$ cat config.mk
export PLATFORM = sky130hd
export DESIGN_NAME = pbh_power_handshake
export DESIGN_NICKNAME = d
export VERILOG_FILES = /design/src/pbh_pkg.sv /design/src/pbh_power_handshake.sv
export VERILOG_INCLUDE_DIRS = /design/src /design/src/src
export SDC_FILE = /design/constraint.sdc
export NUM_CORES = 1
export LEC_CHECK = 0
export BUFFER_PORTS_ARGS = -buffer_cell sky130_fd_sc_hd__buf_2
export CORE_ASPECT_RATIO = 1.2
export CORE_MARGIN = 8
export CORE_UTILIZATION = 58
export CTS_CLUSTER_DIAMETER = 100
export CTS_CLUSTER_SIZE = 20
export DETAILED_ROUTE_END_ITERATION = 6
export MAX_ROUTING_LAYER = met4
export PLACE_DENSITY_LB_ADDON = 0.12
export SYNTH_ARGS = -nofsm -noshare
export SYNTH_HDL_FRONTEND = slang
export SYNTH_SLANG_ARGS = --single-unit
$ cat constraint.sdc
create_clock -name clock -period 2 [get_ports clock]
set_input_delay 0.3 -clock clock [delete_from_list [all_inputs] [get_ports clock]]
set_output_delay 0.3 -clock clock [all_outputs]
set_load 0.02 [all_outputs]
$ cat src/pbh_consts.svh
// constants for the pushbutton power handshake block
`ifndef PBH_CONSTS_SVH
`define PBH_CONSTS_SVH

// debounce window: 10 ms at 50 ns per cycle
`define PBH_DEB_TIME_US    10000
`define PBH_CLK_PERIOD_NS  50
`define PBH_DEB_CYCLES     ((`PBH_DEB_TIME_US * 1000) / `PBH_CLK_PERIOD_NS)
`define PBH_DEB_CNT_W      18
`define PBH_DEB_CNT_ZERO   18'h00000
`define PBH_DEB_CNT_ONE    18'h00001
`define PBH_DEB_LAST_OFS   1
`define PBH_BTN_IDLE       1'h0
`define PBH_FLAG_CLR       1'h0

`endif

$ cat src/pbh_pkg.sv
// types for the pushbutton power handshake block
`include "pbh_consts.svh"
package pbh_pkg;
    typedef enum logic [1:0] {
        PBH_OFF,
        PBH_ON,
        PBH_REQ
    } pbh_state_e;

    typedef logic [`PBH_DEB_CNT_W-1:0] pbh_cnt_t;

    typedef struct packed {
        logic power_on;
        logic off_req;
    } pbh_status_s;
endpackage : pbh_pkg

$ cat src/pbh_power_handshake.sv
// pushbutton power sequencer with host shutdown handshake
// Summary of operation
// - After reset the block sits in off until a filtered button press.
// - In off, a filtered press turns power on.
// - In on, a filtered press raises the shutdown request, not power off.
// - With the request raised, power stays on until acknowledge is high.
// - Bounce during one press yields exactly one press event.
// - An undriven acknowledge follows the request, so shutdown needs no host.
`timescale 1ns/1ps
`default_nettype none
`include "pbh_consts.svh"
module pbh_power_handshake #(
    parameter int DEB_CYCLES = `PBH_DEB_CYCLES  // stable cycles to accept
) (
    input  wire logic          clock,       // 20 MHz system clock
    input  wire logic          resetn,      // async reset, active low
    input  wire logic          button,      // raw pushbutton, high = closed
    input  wire logic          ack_in,      // shutdown acknowledge level
    input  wire logic          ack_driven,  // high when host drives ack
    output var  pbh_pkg::pbh_status_s status // power_on and off_req, registered
);
    import pbh_pkg::*;

    // sequence state
    pbh_state_e state_r;
    pbh_state_e state_nxt;

    // button filter
    logic       btn_raw_r;
    logic       btn_stable_r;
    pbh_cnt_t   cnt_r;
    pbh_cnt_t   cnt_last;
    logic       differs;
    logic       settled;
    logic       press;

    // output flags, one flop each
    logic       power_on_r;
    logic       off_req_r;

    // acknowledge level as the sequencer sees it
    logic       ack_eff;

    // supply stays on while requesting, so the host can finish its work
    function automatic logic f_powered(
        input pbh_state_e st
    );
        logic result;
        case (st)
            PBH_ON: begin
                result = 1'h1;
            end
            PBH_REQ: begin
                result = 1'h1;
            end
            default: begin
                result = 1'h0;
            end
        endcase
        return result;
    endfunction : f_powered

    // request flag is high only in the request state
    function automatic logic f_requesting(
        input pbh_state_e st
    );
        logic result;
        case (st)
            PBH_REQ: begin
                result = 1'h1;
            end
            default: begin
                result = 1'h0;
            end
        endcase
        return result;
    endfunction : f_requesting

    // counter fixed at 18 bits: a window beyond its range would wrap
    function automatic pbh_cnt_t f_window_last(
        input int cycles
    );
        pbh_cnt_t result;
        result = pbh_cnt_t'(cycles - `PBH_DEB_LAST_OFS);
        return result;
    endfunction : f_window_last

    // true on the last sample of a full window away from the filtered level
    function automatic logic f_window_done(
        input logic     away,
        input pbh_cnt_t cnt,
        input pbh_cnt_t last
    );
        logic result;
        result = away && (cnt == last);
        return result;
    endfunction : f_window_done

    // acknowledge counts only while a request is pending
    function automatic logic f_ack_taken(
        input pbh_state_e st,
        input logic       ack
    );
        logic result;
        result = (st == PBH_REQ) && ack;
        return result;
    endfunction : f_ack_taken

    // input flop so the filter compares one clean sample per cycle
    always_ff @(posedge clock or negedge resetn) begin
        if (!resetn) begin
            btn_raw_r <= `PBH_BTN_IDLE;
        end else begin
            btn_raw_r <= button;
        end
    end

    // window bookkeeping
    assign cnt_last = f_window_last(DEB_CYCLES);
    assign differs  = (btn_raw_r != btn_stable_r);
    assign settled  = f_window_done(differs, cnt_r, cnt_last);

    // any sample back at the filtered level restarts the window
    always_ff @(posedge clock or negedge resetn) begin
        if (!resetn) begin
            cnt_r <= `PBH_DEB_CNT_ZERO;
        end else if (!differs) begin
            cnt_r <= `PBH_DEB_CNT_ZERO;
        end else if (settled) begin
            cnt_r <= `PBH_DEB_CNT_ZERO;
        end else begin
            cnt_r <= cnt_r + `PBH_DEB_CNT_ONE;
        end
    end

    // filtered level moves only after a full stable window
    always_ff @(posedge clock or negedge resetn) begin
        if (!resetn) begin
            btn_stable_r <= `PBH_BTN_IDLE;
        end else if (settled) begin
            btn_stable_r <= btn_raw_r;
        end else begin
            btn_stable_r <= btn_stable_r;
        end
    end

    // one event per accepted closure; an accepted release gives none
    assign press = settled && btn_raw_r;

    // models the internal pull between request and acknowledge pins
    assign ack_eff = ack_driven ? ack_in : off_req_r;

    // next state of the power sequence
    always_comb begin
        state_nxt = state_r;
        case (state_r)
            PBH_OFF: begin
                // a filtered release is no event and leaves power off
                if (press) begin
                    state_nxt = PBH_ON;
                end else begin
                    state_nxt = PBH_OFF;
                end
            end
            PBH_ON: begin
                // a press here never cuts power by itself
                if (press) begin
                    state_nxt = PBH_REQ;
                end else begin
                    state_nxt = PBH_ON;
                end
            end
            PBH_REQ: begin
                // presses are ignored; the host may take as long as it needs
                if (f_ack_taken(state_r, ack_eff)) begin
                    state_nxt = PBH_OFF;
                end else begin
                    state_nxt = PBH_REQ;
                end
            end
            default: begin
                // an illegal code falls back to the safe off state
                state_nxt = PBH_OFF;
            end
        endcase
    end

    // off is the power-up state
    always_ff @(posedge clock or negedge resetn) begin
        if (!resetn) begin
            state_r <= PBH_OFF;
        end else begin
            state_r <= state_nxt;
        end
    end

    // flags from the next state so they line up with state_r
    always_ff @(posedge clock or negedge resetn) begin
        if (!resetn) begin
            power_on_r <= `PBH_FLAG_CLR;
        end else begin
            power_on_r <= f_powered(state_nxt);
        end
    end

    // request flag; also feeds the open-pin acknowledge
    always_ff @(posedge clock or negedge resetn) begin
        if (!resetn) begin
            off_req_r <= `PBH_FLAG_CLR;
        end else begin
            off_req_r <= f_requesting(state_nxt);
        end
    end

    // both flags leave straight from their flops
    assign status = '{
        power_on: power_on_r,
        off_req:  off_req_r
    };
endmodule : pbh_power_handshake
`default_nettype wire

==> out/summary.txt, run 1 <==
Outcome -> finished clean
TNS Setup -> 0 ps
Num ports -> 7
Syn Inst Count -> 112
Root Buffer -> clkbuf_4
Final Total Pwr -> 884 uW
CTS H-tree depth -> 1
Routed WL per cell -> 14.3 um
Seq/Total Area, Yosys -> 0.502
Top FF cell, synth -> dfrtp_1
Max VDD drop -> 0.503 mV
Worst EP arrival -> 2170 ps
Yosys top cell by area -> dfrtp_1
TritonCTS Sinks -> 24
Synth top cells by count -> dfrtp_1, nor2_1, xnor2_1
Post-Syn Nets -> 119
Global-route wire length before repair -> 3.57 mm
RePlAce Congestion -> 0.767
Number of core rows -> 18
Layout Nets -> 132
Clock period minus worst slack -> 1910 ps
Hold endpoint -> btn_raw_r$_DFF_PN0_
Clk_lat worst skew -> 310 ps
Via/cell ratio -> 5.89
Layout cell share with drive strength beyond 1 -> 0.202
Finish-stage setup viols -> 0
Die area -> 0.00378 mm2
Yosys reg bits -> 24
R2R Path End -> power_on_r$_DFF_PN0_
Fin cells -> 144
Tightest Hold Check Type -> input pin to register
Post-Place Cells -> 136
Final max-slew violation count -> 0
Reg clk slew, reported paths -> 120 ps
Final Hold Viols -> 0
Post-DP HPWL -> 1.45 mm
TritonCTS Buffers -> 3
Post-synth EDFFs -> 0
Crit path max fanout -> 4
Area growth syn-to-layout -> 12.0%
Vias in the first global route -> 833
Initial antenna violation count -> 0
Pwr Density -> 659 mW/mm2
Max-cap viol count -> 0
Final WL -> 2.05 mm
Post-synth top area share -> 0.502
Starting Density -> 0.597
CORE AREA -> 0.00200 mm2
Residual DRC count -> 0
FF-to-FF Start -> cnt_r[0]$_DFF_PN0_
Startpoint types -> register
YS warnings -> 0
Final Core Density -> 0.669
Critical Path RT -> 2260 ps
Element type at the critical path end -> register
Die Span X -> 57.5 um
Dominant cells by area after synthesis -> dfrtp_1, xnor2_1, nor2_1, xor2_1, nor4_1
Fin crit share -> 0.956
Max Clock Freq -> 523 MHz
CTS max path bufs -> 2
CTS tree -> done
Largest net degree at the start of global routing -> 25
Pre-Repair DR Iteration Count -> 6
Ys async rst share -> 1.00
Detail Route Antenna Nets -> 0
Final Skew -> 1.77 ps
Drt first-iter violations -> 28
Most frequent cell after synthesis -> dfrtp_1
Leak -> 0.000597 uW
Unique masters post-synth -> 27
Vias -> 848
Tightest Pin Transition -> 517 ps
CP Class -> register to register
Port Buffers -> 6
Gr usage total -> 0.123
Hold path start -> button
Die Height -> 65.8 um
Path depth of the worst reg2reg path -> 8
Gr ovfl total -> 0
Ant. Diodes -> 0
Mapped cell area -> 0.00120 mm2
Register-to-register path setup slack -> 90 ps
Syn_area_per_cell -> 10.7 um2
Hold Path Depth -> 1
Slew HR -> 0.656
## critical path, stage by stage (launching register included)
cell and delay (ps):
dfrtp_1 450, ha_4 180, and4_4 220, nand2_2 100, nor4_4 350, buf_4 170
a21o_1 120, ha_1 220, inv_1 60
## layout by cell type (no fill, tap or decap), types with 2 or more instances in the layout
cell type	n
and4bb_1	2
buf_2	6
buf_4	4
clkbuf_4	3
dfrtp_1	23
inv_1	6
mux2_2	2
nand2_1	3
nand3_1	5
nand4_1	4
nor2_1	21
nor3_1	4
nor4_1	5
xnor2_1	11
xor2_1	5
## cell families after synthesis
logic type      synth area share
xor+xnor                   0.117
fa+ha+maj                 0.0209
mux                       0.0366
simple gates               0.259
buf+inv                   0.0376
compound gates            0.0272
flops                      0.502
## timing repair
action / CTS / global route
setup endpoints to repair: 0 / 1
buffers inserted: 0 / 3
hold endpoints to repair: 24 / 0
gates resized for setup: 0 / 5
hold buffers: 1 / 0
## per-layer routing
layer / track usage / wire, um
met1: 0.135 / 884
met3: 0.0253 / 85
met4: 0.0658 / 32
met2: 0.207 / 1050
met5: - / 0
## final cells by class
class / instances / area [um2]
sequential: 24 / 602
fill: 170 / 663
multi-input combinational: 79 / 569
clock buffer: 3 / 22.5
clock inverter: 1 / 30.0
timing repair buffer: 11 / 70.1
tap: 20 / 25.0
inverter: 6 / 22.5
## how the worst max path moves through the flow
stage                       startpoint                   end  slack (ps)  depth (start not counted)
floorplan           cnt_r[6]$_DFF_PN0_  power_on_r$_DFF_PN0_         300                          6
global placement    cnt_r[0]$_DFF_PN0_  power_on_r$_DFF_PN0_         220                          7
detailed placement  cnt_r[0]$_DFF_PN0_  power_on_r$_DFF_PN0_         140                          7
CTS                 cnt_r[0]$_DFF_PN0_  power_on_r$_DFF_PN0_         120                          7
global route        cnt_r[0]$_DFF_PN0_  power_on_r$_DFF_PN0_          -2                          7
finish              cnt_r[0]$_DFF_PN0_  power_on_r$_DFF_PN0_          90                          8
## power breakdown
| part | leakage (uW) | switching [uW] | internal [uW] |
|---|---|---|---|
| sequential | 0.000329 | 8.35 | 491 |
| combinational | 0.000241 | 23.7 | 18.8 |
| clock | 0.0000279 | 139 | 203 |
## registers in the layout, summed over array words and instances, names as in the netlist
name          cells
cnt_r            18
state_r           2
btn_raw_r         1
btn_stable_r      1
off_req_r         1
power_on_r        1
## stage by stage
step	hold slack (ps)	setup slack, ps	instance area (um2)
finish	85.1	87.7	1340
global route	65.9	-2.30	1340
CTS	71.6	120	1300
detailed placement	308	139	1240
global placement	302	223	1240
floorplan	4.41	296	1200
Power figures use the tool's default switching activity.
==> run 2, diff against run 1 <==
--- a/config.mk
+++ b/config.mk
@@ -9,7 +9,8 @@
 export BUFFER_PORTS_ARGS = -buffer_cell sky130_fd_sc_hd__buf_2
 export CORE_ASPECT_RATIO = 1.2
 export CORE_MARGIN = 8
-export CORE_UTILIZATION = 58
+export CORE_UTILIZATION = 60
+export CTS_BUF_LIST = sky130_fd_sc_hd__clkbuf_4
 export CTS_CLUSTER_DIAMETER = 100
 export CTS_CLUSTER_SIZE = 20
 export DETAILED_ROUTE_END_ITERATION = 6
==> run 2 against run 1 <==
Net effect: design area shrank 2.1%; die area fell by 2.5%; final cell count decreased by 0.69%; total power fell by 15%; clock skew about the same; sequential share of layout area is 0.89 points higher; clock power decreased by 37%; critical endpoint unchanged; register-to-register slack better by 20 ps; largest cell class unchanged; highest routed layer unchanged; combinational power down 4.7%.
==> out/summary.txt, run 2 (synthesized netlist as in run 1, its figures left out) <==
Commonest non-fill, non-tap cell in the layout -> dfrtp_1
Vias -> 815 (-3.9%)
Register-to-register path setup slack -> 100 ps (+20 ps)
Residual DRC count -> 0 (unchanged)
Ant. Diodes -> 0 (unchanged)
CTS tree -> done
Area growth syn-to-layout -> 9.61%
Top reg by flops -> cnt_r
Startpoint types -> register
TNS Setup -> 0 ps (unchanged)
Outcome -> finished clean
Number of core rows -> 17 (-1)
Layout Nets -> 132 (unchanged)
Final Hold Viols -> 0 (unchanged)
Drt first-iter violations -> 31 (+11%)
Starting Density -> 0.640 (+0.0423)
Gr ovfl total -> 0 (unchanged)
Leak -> 0.000586 uW (-1.9%)
Max-cap viol count -> 0 (unchanged)
Tightest Hold Check Type -> input pin to register
Die Span X -> 56.8 um (-1.2%)
Clk_lat worst skew -> 320 ps (about the same)
Fin cells -> 143 (-0.69%)
Vias in the first global route -> 851 (+2.2%)
Die area -> 0.00369 mm2 (-2.5%)
Max Clock Freq -> 528 MHz (+0.90%)
Detail Route Antenna Nets -> 0 (unchanged)
Reg clk slew, reported paths -> 120 ps (about the same)
Via/cell ratio -> 5.70 (-3.2%)
Final worst slack -> 105 ps (+17.0 ps)
CTS max path bufs -> 2 (unchanged)
Fillers -> 150 (-12%)
Pwr Density -> 575 mW/mm2 (-13%)
Slew HR -> 0.655 (about the same)
Final WL -> 2.05 mm (-0.15%)
Fin area -> 0.00131 mm2 (-2.1%)
Largest net degree at the start of global routing -> 25 (unchanged)
Hold Slack -> 78.4 ps (-6.67 ps)
TritonCTS Sinks -> 24 (unchanged)
CORE AREA -> 0.00187 mm2 (-6.6%)
Max reg flops -> 18 (unchanged)
Setup WS pre-CTS -> 166 ps (+27.3 ps)
RePlAce Congestion -> 0.796 (+3.7%)
Max VDD drop -> 0.499 mV (-0.89%)
Element type at the critical path end -> register
Post-Place Cells -> 135 (-0.74%)
Worst EP arrival -> 2160 ps (about the same)
TritonCTS Buffers -> 3 (unchanged)
Final max-slew violation count -> 0 (unchanged)
Global-route wire length before repair -> 3.64 mm (+1.7%)
Critical Path RT -> 2270 ps (about the same)
DP Area -> 0.00124 mm2 (-0.10%)
Biggest regs -> cnt_r: 18 flops, state_r: 2 flops
Most frequent cells in the layout -> dfrtp_1, nor2_1, xnor2_1
Routed WL per cell -> 14.3 um (+0.55%)
CP Class -> register to register
Clock period minus worst slack -> 1900 ps (-17.0 ps)
CTS H-tree depth -> 1 (unchanged)
Tightest Pin Transition -> 517 ps (+0.680 ps)
Finish-stage setup viols -> 0 (unchanged)
Initial antenna violation count -> 0 (unchanged)
Crit path max fanout -> 4 (unchanged)
Port Buffers -> 6 (unchanged)
Pre-Repair DR Iteration Count -> 4 (-2)
Post-DP HPWL -> 1.44 mm (-0.38%)
Gr usage total -> 0.126 (+0.00228)
Die Height -> 64.9 um (-1.3%)
Root Buffer -> clkbuf_4
Num ports -> 7 (unchanged)
Final Skew -> 2.12 ps (+0.352 ps)
Fin crit share -> 0.948 (-0.00850)
Layout cell share with drive strength beyond 1 -> 0.185 (-0.0161)
-- run 2: cell types whose count changed in the layout (fill, tap and decap cells not counted) --
| cell | before | now |
|---|---|---|
| dfrtp_2 | 1 | 0 |
| clkinv_1 | 0 | 1 |
| dfrtp_1 | 23 | 24 |
| bufinv_16 | 1 | 0 |
-- run 2: critical path, cell delays in order (launching register included) --
cell	delay, ps
dfrtp_1	460
ha_4	190
and4_4	230
nand2_2	100
nor4_4	340
mux2i_1	240
ha_1	250
inv_1	50
-- run 2: area by class of cell --
type                       instances  area [um2]  area share
multi-input combinational         79         569       0.434
timing repair buffer              11        70.1      0.0534
sequential                        24         601       0.458
clock inverter                     1        3.75     0.00286
inverter                           6        22.5      0.0172
tap                               19        23.8      0.0181
clock buffer                       3        22.5      0.0172
-- run 2: what timing repair did --
action	CTS	global route
setup endpoints to repair	0	1
hold buffers	1	0
setup buffers	0	3
resized for setup	0	4
hold endpoints to repair	24	0
-- run 2: through the flow --
step	util	power, uW
floorplan	-	523
CTS	0.680	757
global placement	0.660	539
detailed placement	0.660	540
finish	0.701	754
global route	0.701	784
-- run 2: report_power, final --
group          internal (uW)  switching (uW)
Combinational           17.9            22.6
Sequential               491            8.69
Clock                   73.1             141
Total                    582             172
-- run 2: path summary, 6_finish.rpt --
check,from,to,depth (start not counted)
worst max-delay path,cnt_r[0]$_DFF_PN0_,power_on_r$_DFF_PN0_,7
worst min-delay path,button,btn_raw_r$_DFF_PN0_,1
worst max register to register,cnt_r[0]$_DFF_PN0_,power_on_r$_DFF_PN0_,7
worst min register to register,btn_raw_r$_DFF_PN0_,btn_stable_r$_DFFE_PN0P_,1
max in group asynchronous,resetn,cnt_r[14]$_DFF_PN0_,2
min in group asynchronous,resetn,state_r[0]$_DFF_PN0_,2
-- run 2: metal layers --
layer,track usage,up-vias,part of all wire
met5,-,-,0
li1,-,412,-
met1,0.134,384,0.43
met3,0.0312,4,0.036
met4,0.0706,0,0.016
met2,0.209,15,0.51
==> run 3, diff against run 2 <==
==> constraint.sdc (replaced) <==
create_clock -name clock -period 2 [get_ports clock]
set_input_delay 0.1 -clock clock [delete_from_list [all_inputs] [get_ports clock]]
set_output_delay 0.1 -clock clock [all_outputs]
set_load 0.02 [all_outputs]
==> run 3 against run 2 <==
Net effect: utilization grew 0.53 points; sequential share of layout area shrank 0.35 points; first-iteration DRC count shrank 6.5%; combinational power grew 5%; hold slack gained 150 ps; count of clock-buffer cells in the layout is the same; register-to-register slack is essentially flat; critical endpoint unchanged; largest power group unchanged; highest routed layer unchanged.
==> out/summary.txt, run 3 (synthesized netlist as in run 1, its figures left out) <==
Outcome -> finished clean
Reg clk slew, reported paths -> 120 ps (about the same)
Finish-stage setup viols -> 0 (unchanged)
Detail Route Antenna Nets -> 0 (unchanged)
Gr usage total -> 0.127 (+0.00164)
Vias -> 821 (+0.74%)
Num ports -> 7 (unchanged)
RePlAce Congestion -> 0.796 (unchanged)
Setup WS pre-CTS -> 166 ps (unchanged)
Final Hold Viols -> 0 (unchanged)
Max reg flops -> 18 (unchanged)
FF-to-FF Start -> cnt_r[0]$_DFF_PN0_
Starting Density -> 0.640 (unchanged)
Port Buffers -> 6 (unchanged)
Drt first-iter violations -> 29 (-6.5%)
Clk_lat worst skew -> 310 ps (about the same)
Max VDD drop -> 0.499 mV (about the same)
Max Clock Freq -> 527 MHz (about the same)
CTS H-tree depth -> 1 (unchanged)
Root Buffer -> clkbuf_4
Element type at the critical path end -> register
Slew HR -> 0.647 (-0.00857)
Max-cap viol count -> 0 (unchanged)
Global-route wire length before repair -> 3.69 mm (+1.5%)
CORE AREA -> 0.00187 mm2 (unchanged)
Gr ovfl total -> 0 (unchanged)
Via/cell ratio -> 5.70 (about the same)
Worst EP arrival -> 2160 ps (about the same)
Layout Nets -> 133 (+0.76%)
Final WL -> 2.09 mm (+2.0%)
Tightest Hold Check Type -> input pin to register
Clock period minus worst slack -> 1900 ps (+1.36 ps)
Die Height -> 64.9 um (unchanged)
Final worst slack -> 103 ps (-1.36 ps)
Final Skew -> 1.48 ps (-0.640 ps)
Commonest non-fill, non-tap cell in the layout -> dfrtp_1
Layout cell share with drive strength beyond 1 -> 0.184 (-0.00148)
Worst Setup SP -> cnt_r[0]$_DFF_PN0_
Fin crit share -> 0.948 (about the same)
Area growth syn-to-layout -> 10.4%
Post-DP HPWL -> 1.44 mm (unchanged)
Vias in the first global route -> 859 (+0.94%)
Largest net degree at the start of global routing -> 25 (unchanged)
Die area -> 0.00369 mm2 (unchanged)
Ant. Diodes -> 0 (unchanged)
Final max-slew violation count -> 0 (unchanged)
Multi-input logic area -> 569 um2 (unchanged)
TritonCTS Sinks -> 24 (unchanged)
Pwr Density -> 572 mW/mm2 (-0.52%)
Hold Slack -> 227 ps (+149 ps)
Residual DRC count -> 0 (unchanged)
CTS max path bufs -> 2 (unchanged)
Biggest regs -> cnt_r: 18 flops, state_r: 2 flops
Most frequent cells in the layout -> dfrtp_1, nor2_1, xnor2_1
Pre-Repair DR Iteration Count -> 4 (unchanged)
Die Span X -> 56.8 um (unchanged)
Tightest Pin Transition -> 530 ps (+12.9 ps)
CP Class -> register to register
Initial antenna violation count -> 0 (unchanged)
Critical Path RT -> 2270 ps (about the same)
Hold path start -> ack_in
TritonCTS Buffers -> 3 (unchanged)
Sequential cell area -> 601 um2 (unchanged)
Crit path max fanout -> 4 (unchanged)
Leak -> 0.000590 uW (+0.71%)
Fillers -> 149 (-0.67%)
Final Total Pwr -> 756 uW (+0.23%)
Startpoint types -> register
Top reg by flops -> cnt_r
Routed WL per cell -> 14.5 um (+1.2%)
Number of core rows -> 17 (unchanged)
Post-Place Cells -> 135 (unchanged)
CTS tree -> done
Fin cells -> 144 (+0.70%)
Register-to-register path setup slack -> 100 ps (about the same)
-- run 3: cell types whose count changed in the layout (fill, tap and decap cells not counted), sizes merged --
cell         delta
dlygate4sd3     +1
-- run 3: final timing paths --
path                                             to  cells past startpoint
max                            power_on_r$_DFF_PN0_                      7
min                            state_r[1]$_DFF_PN0_                      4
max reg2reg                    power_on_r$_DFF_PN0_                      7
min reg2reg                btn_stable_r$_DFFE_PN0P_                      1
max in group asynchronous       cnt_r[14]$_DFF_PN0_                      2
min in group asynchronous       cnt_r[11]$_DFF_PN0_                      2
-- run 3: layout make-up --
cell class,count,share of cell area
clock inverter,1,0.00284
sequential,24,0.454
tap,19,0.0180
timing repair buffer,12,0.0605
multi-input combinational,79,0.430
clock buffer,3,0.0170
inverter,6,0.0170
-- run 3: worst max-delay path: stages (launching register included) --
cell	delay, ps
dfrtp_1	460
ha_4	190
and4_4	230
nand2_2	100
nor4_4	340
mux2i_1	240
ha_1	250
inv_1	50
-- run 3: stage by stage --
step	utilization	TNS, ps	area [um2]
after floorplan	-	0	1200
after detailed placement	0.660	0	1240
final	0.707	0	1320
after global placement	0.660	0	1240
after CTS	0.685	0	1280
after global routing	0.707	-32.3	1320
-- run 3: routing by layer --
metal	up-vias	routed length [um]	global-route usage
met5	-	0	-
met4	0	31	0.0706
met3	4	82	0.0312
met2	14	1070	0.210
met1	392	904	0.137
li1	411	-	-
-- run 3: timing repair --
item	in CTS	in global routing
hold buffers	2	0
endpoints found under the setup margin	0	1
resized for setup	0	4
buffers inserted	0	3
endpoints found under the hold margin	25	0
-- run 3: power by group --
group	switching (uW)	internal (uW)
clock network	141	73.1
logic	23.2	19.2
registers	8.67	491
total	173	583
